<file path="src/logic/ddr2_cmd_pkg.sv">
// Shared constants, command carrier and bank state type for the bank tracker
package ddr2_cmd_pkg;

  // ==========================================================
  // Geometry
  localparam int BA_W      = 2;
  localparam int ADDR_W    = 14;
  localparam int NUM_BANKS = 4;
  localparam int AP_BIT    = 10;  // Auto precharge / all-bank select bit
  localparam int TMR_W     = 8;

  // ==========================================================
  // Timing, in ns or clocks as printed, and derived clock counts
  localparam int CLK_PERIOD_NS = 8;
  localparam int T_RCD_NS      = 15;
  localparam int T_RP_NS       = 15;
  localparam int T_WR_NS       = 15;
  localparam int T_RFC_NS      = 105;
  localparam int T_MRD_CK      = 2;
  localparam int T_RCD_CYC = (T_RCD_NS + CLK_PERIOD_NS - 1) / CLK_PERIOD_NS;
  localparam int T_RP_CYC  = (T_RP_NS + CLK_PERIOD_NS - 1) / CLK_PERIOD_NS;
  localparam int T_WR_CYC  = (T_WR_NS + CLK_PERIOD_NS - 1) / CLK_PERIOD_NS;
  localparam int T_RFC_CYC = (T_RFC_NS + CLK_PERIOD_NS - 1) / CLK_PERIOD_NS;

  // ==========================================================
  // Reset values
  localparam logic [ADDR_W-1:0] MODE_RST = 14'h0000;
  localparam logic [ADDR_W-1:0] ROW_RST  = 14'h0000;

  // ==========================================================
  // Types
  typedef struct packed {
    logic              cke;
    logic              cs_n;
    logic              ras_n;
    logic              cas_n;
    logic              we_n;
    logic [BA_W-1:0]   ba;
    logic [ADDR_W-1:0] addr;
  } cmd_s;

  typedef enum logic [2:0] {
    BANK_IDLE,
    BANK_OPENING,
    BANK_ACTIVE,
    BANK_READ,
    BANK_WRITE,
    BANK_READ_AP,
    BANK_WRITE_AP,
    BANK_CLOSING
  } bank_state_e;

endpackage

</file>
<file path="src/logic/ddr2_bank_tracker.sv">
// Command decoder and per-bank state tracker of a four-bank DDR2 device
//
// Behaviour
// CS high: no new command taken, running operations continue.
// CS low, RAS/CAS/WE high is a no-operation; nothing new starts.
// RAS/CAS/WE: LHH activate, HLH read, HLL write, LHL precharge.
// Controller applies bank rules only with CKE high on two edges.
// Controller may send bank m anything it allows while bank n idles.
// Controller may send activate/read/write/precharge to other bank while n busy.
// Idle after precharge, tRP and read burst; active after tRCD.
// Read/write state lasts from non-auto-precharge burst start to its end.
// Read auto precharge: precharge begins at earliest legal precharge point.
// Write auto precharge: precharge begins when tWR ends.
// Other banks take commands during auto precharge without disturbing data.
// Controller refreshes or loads mode only with all banks idle.
// Controller delays writes until another bank's read burst completes.
// Read after write waits the larger of two clocks and tWTR.
// After write AP: read waits CL-1+BL/2+tWTR, write waits BL/2.
// After read AP: read waits BL/2, write waits BL/2+2 clocks.
// After any AP access, precharge/activate elsewhere needs one clock.
// Controller never creates unlisted state and command combinations.
// Mode load: bank address picks the register, address gives contents.
// Controller issues nothing executable until tMRD after mode load.
// Activate opens addressed row in addressed bank until precharged.
// Controller precharges before opening another row in same bank.
// A10 on read or write selects auto precharge at burst end.
// Controller keeps per-bank state and countdowns to check commands.
`timescale 1ns/1ns

module ddr2_bank_tracker
#(
  parameter int BURST_LEN = 4,
  parameter int CAS_LAT   = 5
)
(
  input  wire logic                                           mclk,
  input  wire logic                                           reset_n,
  input  wire ddr2_cmd_pkg::cmd_s                             cmd,
  output ddr2_cmd_pkg::bank_state_e [ddr2_cmd_pkg::NUM_BANKS-1:0] bank_state,
  output logic [ddr2_cmd_pkg::NUM_BANKS-1:0][ddr2_cmd_pkg::ADDR_W-1:0] open_row,
  output logic [ddr2_cmd_pkg::NUM_BANKS-1:0][ddr2_cmd_pkg::ADDR_W-1:0] mode_reg,
  output logic                                                ref_busy_q,
  output logic                                                mrd_busy_q,
  output logic                                                cmd_accepted_q,
  output logic                                                cmd_illegal_q
);

  localparam int NB = ddr2_cmd_pkg::NUM_BANKS;
  localparam int TW = ddr2_cmd_pkg::TMR_W;
  localparam int AW = ddr2_cmd_pkg::ADDR_W;
  localparam int RD_AP_CYC = BURST_LEN / 2;
  localparam int WR_AP_CYC = CAS_LAT - 1 + BURST_LEN / 2 + ddr2_cmd_pkg::T_WR_CYC;
  localparam int RCD_CYC   = ddr2_cmd_pkg::T_RCD_CYC;
  localparam logic [TW-1:0] RCD_LD   = TW'(ddr2_cmd_pkg::T_RCD_CYC - 1);
  localparam logic [TW-1:0] RP_LD    = TW'(ddr2_cmd_pkg::T_RP_CYC - 1);
  localparam logic [TW-1:0] RFC_LD   = TW'(ddr2_cmd_pkg::T_RFC_CYC - 1);
  localparam logic [TW-1:0] MRD_LD   = TW'(ddr2_cmd_pkg::T_MRD_CK - 1);
  localparam logic [TW-1:0] RD_BS_LD = TW'(CAS_LAT + BURST_LEN / 2 - 1);
  localparam logic [TW-1:0] WR_BS_LD = TW'(CAS_LAT - 1 + BURST_LEN / 2 - 1);
  localparam logic [TW-1:0] RDAP_LD  = TW'(RD_AP_CYC - 1);
  localparam logic [TW-1:0] WRAP_LD  = TW'(WR_AP_CYC - 1);

  // ==========================================================
  // Parameter checks
  if (!(BURST_LEN == 4 || BURST_LEN == 8))
  begin : g_bl_check
    $error("burst length must be 4 or 8");
  end
  if (CAS_LAT < 3 || CAS_LAT > 7)
  begin : g_cl_check
    $error("CAS latency must be 3 to 7");
  end
  // The opening check below counts two cycles in its repetition
  if (RCD_CYC != 2)
  begin : g_rcd_check
    $error("tRCD must be two clocks");
  end

  // ==========================================================
  // Command decode
  logic cke_q;
  logic [TW-1:0] ref_tm_q;
  logic [TW-1:0] mrd_tm_q;
  logic [NB-1:0] is_idle;
  logic [NB-1:0] is_quiet;
  logic [NB-1:0] rw_ok;
  logic [NB-1:0] pre_ok;

  // Commands count only with CKE high on this and the previous edge
  wire cmd_en  = cke_q & cmd.cke & ~cmd.cs_n;
  wire is_nop  = cmd_en & cmd.ras_n & cmd.cas_n & cmd.we_n;
  wire is_act  = cmd_en & ~cmd.ras_n & cmd.cas_n & cmd.we_n;
  wire is_rd   = cmd_en & cmd.ras_n & ~cmd.cas_n & cmd.we_n;
  wire is_wr   = cmd_en & cmd.ras_n & ~cmd.cas_n & ~cmd.we_n;
  wire is_pre  = cmd_en & ~cmd.ras_n & cmd.cas_n & ~cmd.we_n;
  wire is_ref  = cmd_en & ~cmd.ras_n & ~cmd.cas_n & cmd.we_n;
  wire is_lm   = cmd_en & ~cmd.ras_n & ~cmd.cas_n & ~cmd.we_n;
  wire ap_sel  = cmd.addr[ddr2_cmd_pkg::AP_BIT];
  wire busy    = ref_busy_q | mrd_busy_q;

  // Legality against the addressed bank, or all banks for refresh, mode load and precharge all; a busy device refuses everything
  wire ok_act  = is_act & is_idle[cmd.ba] & ~busy;
  wire ok_rd   = is_rd & rw_ok[cmd.ba] & ~busy;
  wire ok_wr   = is_wr & rw_ok[cmd.ba] & ~busy;
  wire ok_pre  = is_pre & ~busy & (ap_sel ? (&pre_ok) : pre_ok[cmd.ba]);
  wire ok_ref  = is_ref & (&is_quiet) & ~busy;
  wire ok_lm   = is_lm & (&is_quiet) & ~busy;
  wire accept  = ok_act | ok_rd | ok_wr | ok_pre | ok_ref | ok_lm;
  wire exec    = cmd_en & ~is_nop;

  // ==========================================================
  // Global timers and status
  // Busy flags are registered so they stand exactly tRFC or tMRD clocks
  always_ff @(posedge mclk or negedge reset_n)
  begin
    if (!reset_n)
    begin
      cke_q          <= 1'b0;
      ref_tm_q       <= '0;
      mrd_tm_q       <= '0;
      ref_busy_q     <= 1'b0;
      mrd_busy_q     <= 1'b0;
      cmd_accepted_q <= 1'b0;
      cmd_illegal_q  <= 1'b0;
    end
    else
    begin
      cke_q          <= cmd.cke;
      ref_tm_q       <= ok_ref ? RFC_LD : (ref_tm_q != '0 ? ref_tm_q - 1'b1 : '0);
      mrd_tm_q       <= ok_lm ? MRD_LD : (mrd_tm_q != '0 ? mrd_tm_q - 1'b1 : '0);
      ref_busy_q     <= ok_ref | (ref_busy_q & (ref_tm_q != '0));
      mrd_busy_q     <= ok_lm | (mrd_busy_q & (mrd_tm_q != '0));
      cmd_accepted_q <= accept;
      cmd_illegal_q  <= exec & ~accept;
    end
  end

  // ==========================================================
  // Mode registers, one per bank address value
  genvar m;
  for (m = 0; m < NB; m++)
  begin : g_mode
    logic [AW-1:0] mode_q;
    always_ff @(posedge mclk or negedge reset_n)
    begin
      if (!reset_n)
        mode_q <= ddr2_cmd_pkg::MODE_RST;
      else if (ok_lm && cmd.ba == m)
        mode_q <= cmd.addr;
    end
    assign mode_reg[m] = mode_q;
  end

  // ==========================================================
  // Per-bank state machines
  ddr2_cmd_pkg::bank_state_e st_q [NB];
  logic [TW-1:0] tm_q [NB];
  logic [TW-1:0] bs_q [NB];
  logic [AW-1:0] row_q [NB];

  genvar b;
  for (b = 0; b < NB; b++)
  begin : g_bank
    ddr2_cmd_pkg::bank_state_e st_d;
    logic [TW-1:0] tm_d;
    logic [TW-1:0] bs_d;
    logic [AW-1:0] row_d;
    wire sel    = (cmd.ba == b);
    wire go_act = ok_act & sel;
    wire go_rd  = ok_rd & sel;
    wire go_wr  = ok_wr & sel;
    wire go_pre = ok_pre & (sel | ap_sel);
    wire tm_end = (tm_q[b] == '0);
    wire bs_end = (bs_q[b] == '0);

    // Classification used by the decoder; AP states refuse same-bank commands
    assign is_idle[b]  = (st_q[b] == ddr2_cmd_pkg::BANK_IDLE);
    assign is_quiet[b] = is_idle[b] & bs_end;
    assign rw_ok[b]    = (st_q[b] == ddr2_cmd_pkg::BANK_ACTIVE)
                       | (st_q[b] == ddr2_cmd_pkg::BANK_READ)
                       | (st_q[b] == ddr2_cmd_pkg::BANK_WRITE);
    assign pre_ok[b]   = rw_ok[b] | is_idle[b]
                       | (st_q[b] == ddr2_cmd_pkg::BANK_CLOSING);

    // Timer counts the current phase; burst counter tracks data on the pins
    always_comb
    begin
      st_d  = st_q[b];
      tm_d  = tm_end ? '0 : tm_q[b] - 1'b1;
      bs_d  = bs_end ? '0 : bs_q[b] - 1'b1;
      row_d = row_q[b];
      unique case (st_q[b])
        ddr2_cmd_pkg::BANK_IDLE:
          if (go_act)
          begin
            st_d  = ddr2_cmd_pkg::BANK_OPENING;
            tm_d  = RCD_LD;
            row_d = cmd.addr;
          end
        ddr2_cmd_pkg::BANK_OPENING:
          if (tm_end)
            st_d = ddr2_cmd_pkg::BANK_ACTIVE;
        ddr2_cmd_pkg::BANK_ACTIVE,
        ddr2_cmd_pkg::BANK_READ,
        ddr2_cmd_pkg::BANK_WRITE:
          if (go_pre)
          begin
            st_d = ddr2_cmd_pkg::BANK_CLOSING;
            tm_d = RP_LD;
          end
          else if (go_rd)
          begin
            st_d = ap_sel ? ddr2_cmd_pkg::BANK_READ_AP : ddr2_cmd_pkg::BANK_READ;
            tm_d = RDAP_LD;
            bs_d = RD_BS_LD;
          end
          else if (go_wr)
          begin
            st_d = ap_sel ? ddr2_cmd_pkg::BANK_WRITE_AP : ddr2_cmd_pkg::BANK_WRITE;
            tm_d = WRAP_LD;
            bs_d = WR_BS_LD;
          end
          else if (st_q[b] != ddr2_cmd_pkg::BANK_ACTIVE && bs_end)
            st_d = ddr2_cmd_pkg::BANK_ACTIVE;
        ddr2_cmd_pkg::BANK_READ_AP,
        ddr2_cmd_pkg::BANK_WRITE_AP:
          if (tm_end)
          begin
            st_d = ddr2_cmd_pkg::BANK_CLOSING;
            tm_d = RP_LD;
          end
        ddr2_cmd_pkg::BANK_CLOSING:
          if (go_pre)
            tm_d = RP_LD;  // Last precharge sets the period
          else if (tm_end && bs_end)
            st_d = ddr2_cmd_pkg::BANK_IDLE;
      endcase
    end

    always_ff @(posedge mclk or negedge reset_n)
    begin
      if (!reset_n)
      begin
        st_q[b]  <= ddr2_cmd_pkg::BANK_IDLE;
        tm_q[b]  <= '0;
        bs_q[b]  <= '0;
        row_q[b] <= ddr2_cmd_pkg::ROW_RST;
      end
      else
      begin
        st_q[b]  <= st_d;
        tm_q[b]  <= tm_d;
        bs_q[b]  <= bs_d;
        row_q[b] <= row_d;
      end
    end

    assign bank_state[b] = st_q[b];
    assign open_row[b]   = row_q[b];
  end

  // ==========================================================
  // Checks on bank 0 and the decoder
  wire b0_sel = (cmd.ba == '0);

  AST_DESELECT_IGNORED: assert property (
    @(posedge mclk) disable iff (!reset_n)
    cmd.cs_n |=> !cmd_accepted_q && !cmd_illegal_q)
    else $error("deselected cycle produced a command");

  AST_NOP_IGNORED: assert property (
    @(posedge mclk) disable iff (!reset_n)
    is_nop |=> !cmd_accepted_q && !cmd_illegal_q && $stable(mode_reg))
    else $error("no-operation changed device state");

  AST_ACT_OPENS_ROW: assert property (
    @(posedge mclk) disable iff (!reset_n)
    (is_act && b0_sel && st_q[0] == ddr2_cmd_pkg::BANK_IDLE && !busy)
      |=> st_q[0] == ddr2_cmd_pkg::BANK_OPENING && row_q[0] == $past(cmd.addr))
    else $error("activate did not open row in bank 0");

  AST_TRCD_TO_ACTIVE: assert property (
    @(posedge mclk) disable iff (!reset_n)
    (ok_act && b0_sel) |=> (st_q[0] == ddr2_cmd_pkg::BANK_OPENING) [*2]
      ##1 st_q[0] == ddr2_cmd_pkg::BANK_ACTIVE)
    else $error("bank 0 active not exactly tRCD after activate");

  AST_CLOSE_TO_IDLE: assert property (
    @(posedge mclk) disable iff (!reset_n)
    (st_q[0] == ddr2_cmd_pkg::BANK_CLOSING && tm_q[0] == '0 && bs_q[0] == '0
      && !(ok_pre && (b0_sel || ap_sel))) |=> st_q[0] == ddr2_cmd_pkg::BANK_IDLE)
    else $error("bank 0 did not go idle after precharge");

  AST_READ_STATE: assert property (
    @(posedge mclk) disable iff (!reset_n)
    (ok_rd && b0_sel && !ap_sel) |=> st_q[0] == ddr2_cmd_pkg::BANK_READ
      && bs_q[0] == RD_BS_LD)
    else $error("read without auto precharge did not enter read state");

  AST_RDAP_PRECHARGE: assert property (
    @(posedge mclk) disable iff (!reset_n)
    (ok_rd && b0_sel && ap_sel) |=> st_q[0] == ddr2_cmd_pkg::BANK_READ_AP
      ##RD_AP_CYC st_q[0] == ddr2_cmd_pkg::BANK_CLOSING)
    else $error("read auto precharge began at wrong clock");

  AST_WRAP_PRECHARGE: assert property (
    @(posedge mclk) disable iff (!reset_n)
    (ok_wr && b0_sel && ap_sel) |=> st_q[0] == ddr2_cmd_pkg::BANK_WRITE_AP
      ##WR_AP_CYC st_q[0] == ddr2_cmd_pkg::BANK_CLOSING)
    else $error("write auto precharge began at wrong clock");

  AST_CONCURRENT_AP: assert property (
    @(posedge mclk) disable iff (!reset_n)
    ((st_q[0] == ddr2_cmd_pkg::BANK_READ_AP || st_q[0] == ddr2_cmd_pkg::BANK_WRITE_AP)
      && tm_q[0] != '0 && is_act && !b0_sel && is_idle[cmd.ba] && !busy)
      |=> cmd_accepted_q && st_q[0] == $past(st_q[0]))
    else $error("auto precharge blocked or disturbed by other bank");

  AST_MODE_LOAD: assert property (
    @(posedge mclk) disable iff (!reset_n)
    (ok_lm && b0_sel) |=> mode_reg[0] == $past(cmd.addr) && mrd_busy_q)
    else $error("mode register 0 not loaded from address");

endmodule

</file>
<file path="config.mk">
export PLATFORM = sky130hd
export DESIGN_NAME = ddr2_bank_tracker
export DESIGN_NICKNAME = d
export VERILOG_FILES = /design/src/logic/ddr2_cmd_pkg.sv /design/src/logic/ddr2_bank_tracker.sv
export SDC_FILE = /design/constraint.sdc
export NUM_CORES = 1
export LEC_CHECK = 0
export BUFFER_PORTS_ARGS = -buffer_cell sky130_fd_sc_hd__clkbuf_2
export CORE_MARGIN = 3
export CORE_UTILIZATION = 52
export CTS_CLUSTER_SIZE = 10
export DETAILED_ROUTE_END_ITERATION = 16
export PLACE_DENSITY_LB_ADDON = 0.2
export REMOVE_ABC_BUFFERS = 1
export SYNTH_ARGS = -nofsm -noshare
export SYNTH_HDL_FRONTEND = slang
export SYNTH_SLANG_ARGS = --single-unit
</file>
<file path="constraint.sdc">
create_clock -name mclk -period 3.1 [get_ports mclk]
set_clock_uncertainty 0.05 [all_clocks]
set_input_delay 0.62 -clock mclk [delete_from_list [all_inputs] [get_ports mclk]]
set_output_delay 0.62 -clock mclk [all_outputs]
set_load 0.03 [all_outputs]
</file>
[Word level (Yosys, flattened, before mapping)]
Index checks and enable logic that the tools add are counted.
Word-level totals
  word-level logic and storage cells: 333
  input port bits: 23
  bits in registers: 209
  output and inout bits: 128
Cells by class
  reduce and logical (&&, ||, !) cells: 45
  eq/ne operators: 59
  add/sub/neg operators: 10
  bitwise logic cells: 86
  magnitude comparators: 1
  mux-type cells: 105
Operator list (number)
  8-bit 2-to-1 mux: 52
  8-bit case mux with 4 select lines: 4
  3-bit 2-to-1 mux: 37
  8-bit by 1-bit subtractor with 8-bit output (second input constant): 10
  8-bit logical NOT: 8
  3-bit case mux with 5 select lines: 4
  1-bit AND: 51
  3-bit equality test (second input constant): 16
  1-bit bitwise OR: 28
  3-bit by 2-bit equality test with 1-bit output (second input constant): 8
  2-bit inequality test (second input constant): 12
  6-bit AND reduction: 4
  5-bit inequality test (second input constant): 4
  2-bit by 1-bit inequality test with 1-bit output (second input constant): 8
  8-bit nonzero test: 2
  3-bit by 1-bit equality test with 1-bit output (second input constant): 4
  1-bit logical AND: 12
  3-bit logical NOT: 4
  3-bit by 2-bit inequality test with 1-bit output (second input constant): 4
  3-bit OR reduction: 4
  2-bit AND reduction: 4
  4-bit AND reduction: 2
  2-bit OR reduction: 4
  1-bit NOT: 7
  other kinds (7): 13

[Depth between registers and ports, before layout]
  word-level depth: 14
  depth in mapped cells: 10
  mapped depth without buffers: 9

[Worst setup path after synthesis]
No wires, ideal clock.
  path kind: input to register
  start point: in cmd[16] in the netlist's numbering
  end point: reg st_q, in the netlist bank_state[3]
  stages: 8
  setup slack: 0.154 ns
  arrival: 2.765 ns
  required time: 2.919 ns
  cells stage by stage: nor3_1 and3_1 nand2_1 clkbuf_1 nor3_1 a211oi_1 o31a_1 or3_1
Between the ends
  longest elaborated chain between the ends: 9
RTL lines
  start, declared: line ddr2_bank_tracker.sv:38  | input wire ddr2_cmd_pkg::cmd_s cmd,
  1-bit NOT: line ddr2_bank_tracker.sv:94, ddr2_bank_tracker.sv:95
  1-bit AND: line ddr2_bank_tracker.sv:94  | wire is_wr = cmd_en & cmd.ras_n & ~cmd.cas_n & ~cmd.we_n;
  1-bit AND (2 in a row): line ddr2_bank_tracker.sv:104  | wire ok_wr = is_wr & rw_ok[cmd.ba] & ~busy;
  1-bit AND: line ddr2_bank_tracker.sv:171  | wire go_wr = ok_wr & sel;
  3-bit 2-to-1 mux: line ddr2_bank_tracker.sv:217  | else if (go_wr)
  3-bit 2-to-1 mux: line ddr2_bank_tracker.sv:211  | else if (go_rd)
  3-bit 2-to-1 mux: line ddr2_bank_tracker.sv:206  | if (go_pre)
  3-bit case mux with 5 select lines: line ddr2_bank_tracker.sv:192  | unique case (st_q[b])
  end signal, assigned by index: line ddr2_bank_tracker.sv:244  | st_q[b] <= ddr2_cmd_pkg::BANK_IDLE;
  end signal, assigned by index: line ddr2_bank_tracker.sv:251  | st_q[b] <= st_d;
  end, declared: line ddr2_bank_tracker.sv:156  | ddr2_cmd_pkg::bank_state_e st_q [NB];
Parallel ways exist; a longest one is shown, timed or not.
A chain may end at the register's enable or synchronous reset.

[Worst setup path in the final report]
  start point: reg bs_q[16] in the netlist's numbering
  end point: reg g_mode[0].mode_q[2]
Between the ends
  longest elaborated chain between the ends: 6
RTL lines
  start, declared: line ddr2_bank_tracker.sv:158  | logic [TW-1:0] bs_q [NB];
  start signal, assigned by index: line ddr2_bank_tracker.sv:253  | bs_q[b] <= bs_d;
  8-bit logical NOT: line ddr2_bank_tracker.sv:174  | wire bs_end = (bs_q[b] == '0);
  1-bit AND: line ddr2_bank_tracker.sv:178  | assign is_quiet[b] = is_idle[b] & bs_end;
  4-bit AND reduction: line ddr2_bank_tracker.sv:107  | wire ok_lm = is_lm & (&is_quiet) & ~busy;
  1-bit AND (2 in a row): line ddr2_bank_tracker.sv:107
  1-bit logical AND: line ddr2_bank_tracker.sv:148  | else if (ok_lm && cmd.ba == m)
  end signal, assigned: line ddr2_bank_tracker.sv:147  | mode_q <= ddr2_cmd_pkg::MODE_RST;
  end signal, assigned: line ddr2_bank_tracker.sv:149  | mode_q <= cmd.addr;
  end, declared: line ddr2_bank_tracker.sv:143  | logic [AW-1:0] mode_q;
Every way passes these cells.

==> out/qor.csv <==
metric;value;unit
violation count after the first detailed-routing iteration;576;
Tightest Pin Transition;0.5751;ns
number of flops mapped to enable cells by yosys;0;
most area-consuming cells after synthesis;sky130_fd_sc_hd__dfrtp_1, sky130_fd_sc_hd__mux2_2, sky130_fd_sc_hd__nor2_1;
post-synthesis cell area;0.01042;sq mm
total clock buffers created by CTS;25;
portion of the clock cycle consumed by the worst path in the final layout;93.54;%
async set-or-reset flop fraction in the synthesized netlist;100.0;%
required time worst endpoint;3.44;ns
Syn Inst Count;990;
number of design rule violations left after detail routing;0;
type of the worst setup path;reg -> reg;
normalized max-slew margin;61.66;%
number of distinct library cell variants in the gate-level netlist after synthesis;71;
CP Max Fanout;14;
number of vias per cell after detailed routing;5.678;
number of core rows;51;
Ant. Diodes;0;
highest attainable clock frequency;0.3448;GHz
Critical Path Start Type;flip-flop;
total number of vias;8296;
share of the synthesized area in the top cell type;50.20;%
minimum setup slack in the final design;0.2001;ns
pre-CTS setup slack;0.02846;ns
Clk Tree Root Cell;sky130_fd_sc_hd__clkbuf_16;
number of buffers inserted to repair setup after CTS;0;
TritonCTS clock tree;done;
placed wire-length estimate after detailed placement;19.31;mm
hold_ws;0.07510;ns
routability cong.;0.9330;
synthesized flop and latch total;209;
Leakage;6.351;nW
portion of the post-synthesis area used by sequential elements;50.20;%
Setup Viol. Count Final;0;
GRT Residual Overflow;0;
number of maximum-capacitance violations;0;
clock latency on the worst-skew pair;0.52;ns
number of hold buffers added after cts;0;
yosys synthesis warning count;0;
boundary pin count;151;
signed area change from the synthesized netlist to the final layout;21.42;%
ratio of cells with drive above 1 in the final layout;29.35;%
syn_area_per_cell;10.52;sq um
count of buffers from port buffering;150;
number of global-route vias before repair;8344;
number of buffers between clock root and the deepest sink;3;
outcome;finished clean;
# clock sinks;209;
initial antenna violation count;0;
top flip-flop cell by instance count after synthesis;sky130_fd_sc_hd__dfrtp_1;
final slew viol count;0;
total count of hold-check failures in the final report;0;
RSZ-0062 raised after global routing;false;
top cells by instance count after synthesis;sky130_fd_sc_hd__dfrtp_1, sky130_fd_sc_hd__nor2_1, sky130_fd_sc_hd__mux2_2, sky130_fd_sc_hd__nand2_1, sky130_fd_sc_hd__nor3_1;
final wirelength;26.97;mm
final net count;1229;
area inside the core boundary;0.01959;sq mm
post-route antenna net violation count;0;
nature of the critical path endpoint;flip-flop;
final core utilization;64.57;%
data arrival time of the critical path;3.24;ns
routed wire length per instance;18.46;um
overall track demand over capacity in global routing;24.71;%
most frequent cell after synthesis;sky130_fd_sc_hd__dfrtp_1;
final critical delay including setup and external delays;2.900;ns
overall power after layout;8.896;mW
clock-pin transition on the worst setup and hold timing paths;0.06;ns
Die Footprint;0.02177;sq mm
worst-case vdd ir drop;0.4737;mV
width of the die;147.5;um
starting density of the core;53.18;%
die extent in y;147.5;um
worst hold-check path type;in -> async;
power density normalized to cell area;703.3;mW/mm^2
cell taking the most area after synthesis;sky130_fd_sc_hd__dfrtp_1;
Max H-tree Level;1;
DR pass1 iterations;6;
global-route wire length before repair;43.82;mm
maximum number of pins on one net before global-route repair;68;
## logic make-up after synthesis
family          after synthesis  share of synthesized area, %
fa+ha+maj                    17                         2.018
flops                       209                         50.20
simple gates                355                         17.72
buf+inv                      82                         3.003
compound gates              161                         10.45
xor+xnor                     54                         4.540
mux                         112                         12.07
## layout by cell type, fill, tap and decap left out, types with 6 or more instances in the layout
| cell | n |
|---|---|
| sky130_fd_sc_hd__and2_1 | 6 |
| sky130_fd_sc_hd__inv_1 | 35 |
| sky130_fd_sc_hd__o31ai_1 | 17 |
| sky130_fd_sc_hd__nor2_1 | 102 |
| sky130_fd_sc_hd__dfrtp_1 | 208 |
| sky130_fd_sc_hd__nand4_1 | 6 |
| sky130_fd_sc_hd__o21ai_0 | 38 |
| sky130_fd_sc_hd__and3_1 | 6 |
| sky130_fd_sc_hd__buf_12 | 7 |
| sky130_fd_sc_hd__xnor2_1 | 30 |
| sky130_fd_sc_hd__o22ai_1 | 10 |
| sky130_fd_sc_hd__clkbuf_2 | 149 |
| sky130_fd_sc_hd__or4_1 | 10 |
| sky130_fd_sc_hd__nand3b_1 | 7 |
| sky130_fd_sc_hd__nor3_1 | 45 |
| sky130_fd_sc_hd__buf_4 | 63 |
| sky130_fd_sc_hd__a21oi_1 | 28 |
| sky130_fd_sc_hd__nand2_1 | 66 |
| sky130_fd_sc_hd__ha_1 | 16 |
| sky130_fd_sc_hd__or3_1 | 12 |
| sky130_fd_sc_hd__a211oi_1 | 11 |
| sky130_fd_sc_hd__clkbuf_16 | 25 |
| sky130_fd_sc_hd__xor2_1 | 24 |
| sky130_fd_sc_hd__nor2b_1 | 19 |
| sky130_fd_sc_hd__nor3b_1 | 8 |
| sky130_fd_sc_hd__mux2_1 | 23 |
| sky130_fd_sc_hd__and3b_1 | 6 |
| sky130_fd_sc_hd__nand3_1 | 24 |
| sky130_fd_sc_hd__mux2_2 | 86 |
## worst max-delay path: stages, from the launching register on
cell,delay (ns)
sky130_fd_sc_hd__dfrtp_1,0.38
sky130_fd_sc_hd__inv_1,0.08
sky130_fd_sc_hd__ha_1,0.17
sky130_fd_sc_hd__or3b_1,0.37
sky130_fd_sc_hd__or3_1,0.42
sky130_fd_sc_hd__nor4_2,0.29
sky130_fd_sc_hd__buf_4,0.18
sky130_fd_sc_hd__and2_2,0.21
sky130_fd_sc_hd__nand2_1,0.11
sky130_fd_sc_hd__buf_12,0.17
sky130_fd_sc_hd__mux2_1,0.33
## final timing paths
| check | start | slack [ns] | depth (start not counted) | endpoint |
|---|---|---|---|---|
| worst min register to register | open_row[24] | 0.44 | 2 | open_row[24] |
| worst max register to register | bs_q[16] | 0.20 | 10 | g_mode[0].mode_q[2] |
| worst min-delay path | reset_n | 0.08 | 1 | tm_q[5] |
| min in group mclk | cmd[20] | 0.20 | 1 | cke_q |
| worst max-delay path | bs_q[16] | 0.20 | 10 | g_mode[0].mode_q[2] |
| max in group asynchronous | reset_n | 1.95 | 2 | bank_state[3] |
## routing by layer
| layer | vias to the layer above | track usage, % | wire [um] |
|---|---|---|---|
| met1 | 4026 | 33.19 | 11630 |
| met2 | 285 | 39.92 | 12370 |
| met5 | - | 0 | 0 |
| li1 | 3937 | - | - |
| met3 | 48 | 7.695 | 2395 |
| met4 | 0 | 5.359 | 575 |
## layout make-up
cell class	instances	area (sq um)
Clock buffer	32	691.9
Clock inverter	1	8.758
Fill cell	1639	6942
Inverter	35	131.4
Multi-Input combinational cell	699	4881
Sequential cell	209	5231
Tap cell	265	331.6
Timing Repair Buffer	220	1373
## flip-flops by register name, indices dropped and copies added, names as in the netlist
name	count
mrd_tm_q	8
cke_q	1
ref_tm_q	8
mrd_busy_q	1
cmd_illegal_q	1
bank_state	12
tm_q	32
cmd_accepted_q	1
bs_q	32
open_row	56
g_mode.mode_q	56
ref_busy_q	1
## timing repair
action,in CTS,in global routing
gates resized for setup,0,3
endpoints found under the hold margin,0,0
endpoints found under the setup margin,0,16
## stage by stage
step                      cell area, sq um  instances  TNS, ns
after floorplan                      10240        943  -0.2363
after global placement               11940       1428        0
after detailed placement             11940       1428        0
after CTS                            12640       1461        0
after global routing                 12650       1461        0
final                                12650       1461        0
## power by group
group	switching, mW	internal, mW
registers	0.459	3.20
logic	1.48	1.19
clock network	1.04	1.53
total	2.98	5.92
No activity file was read; power rests on OpenSTA's default activity.
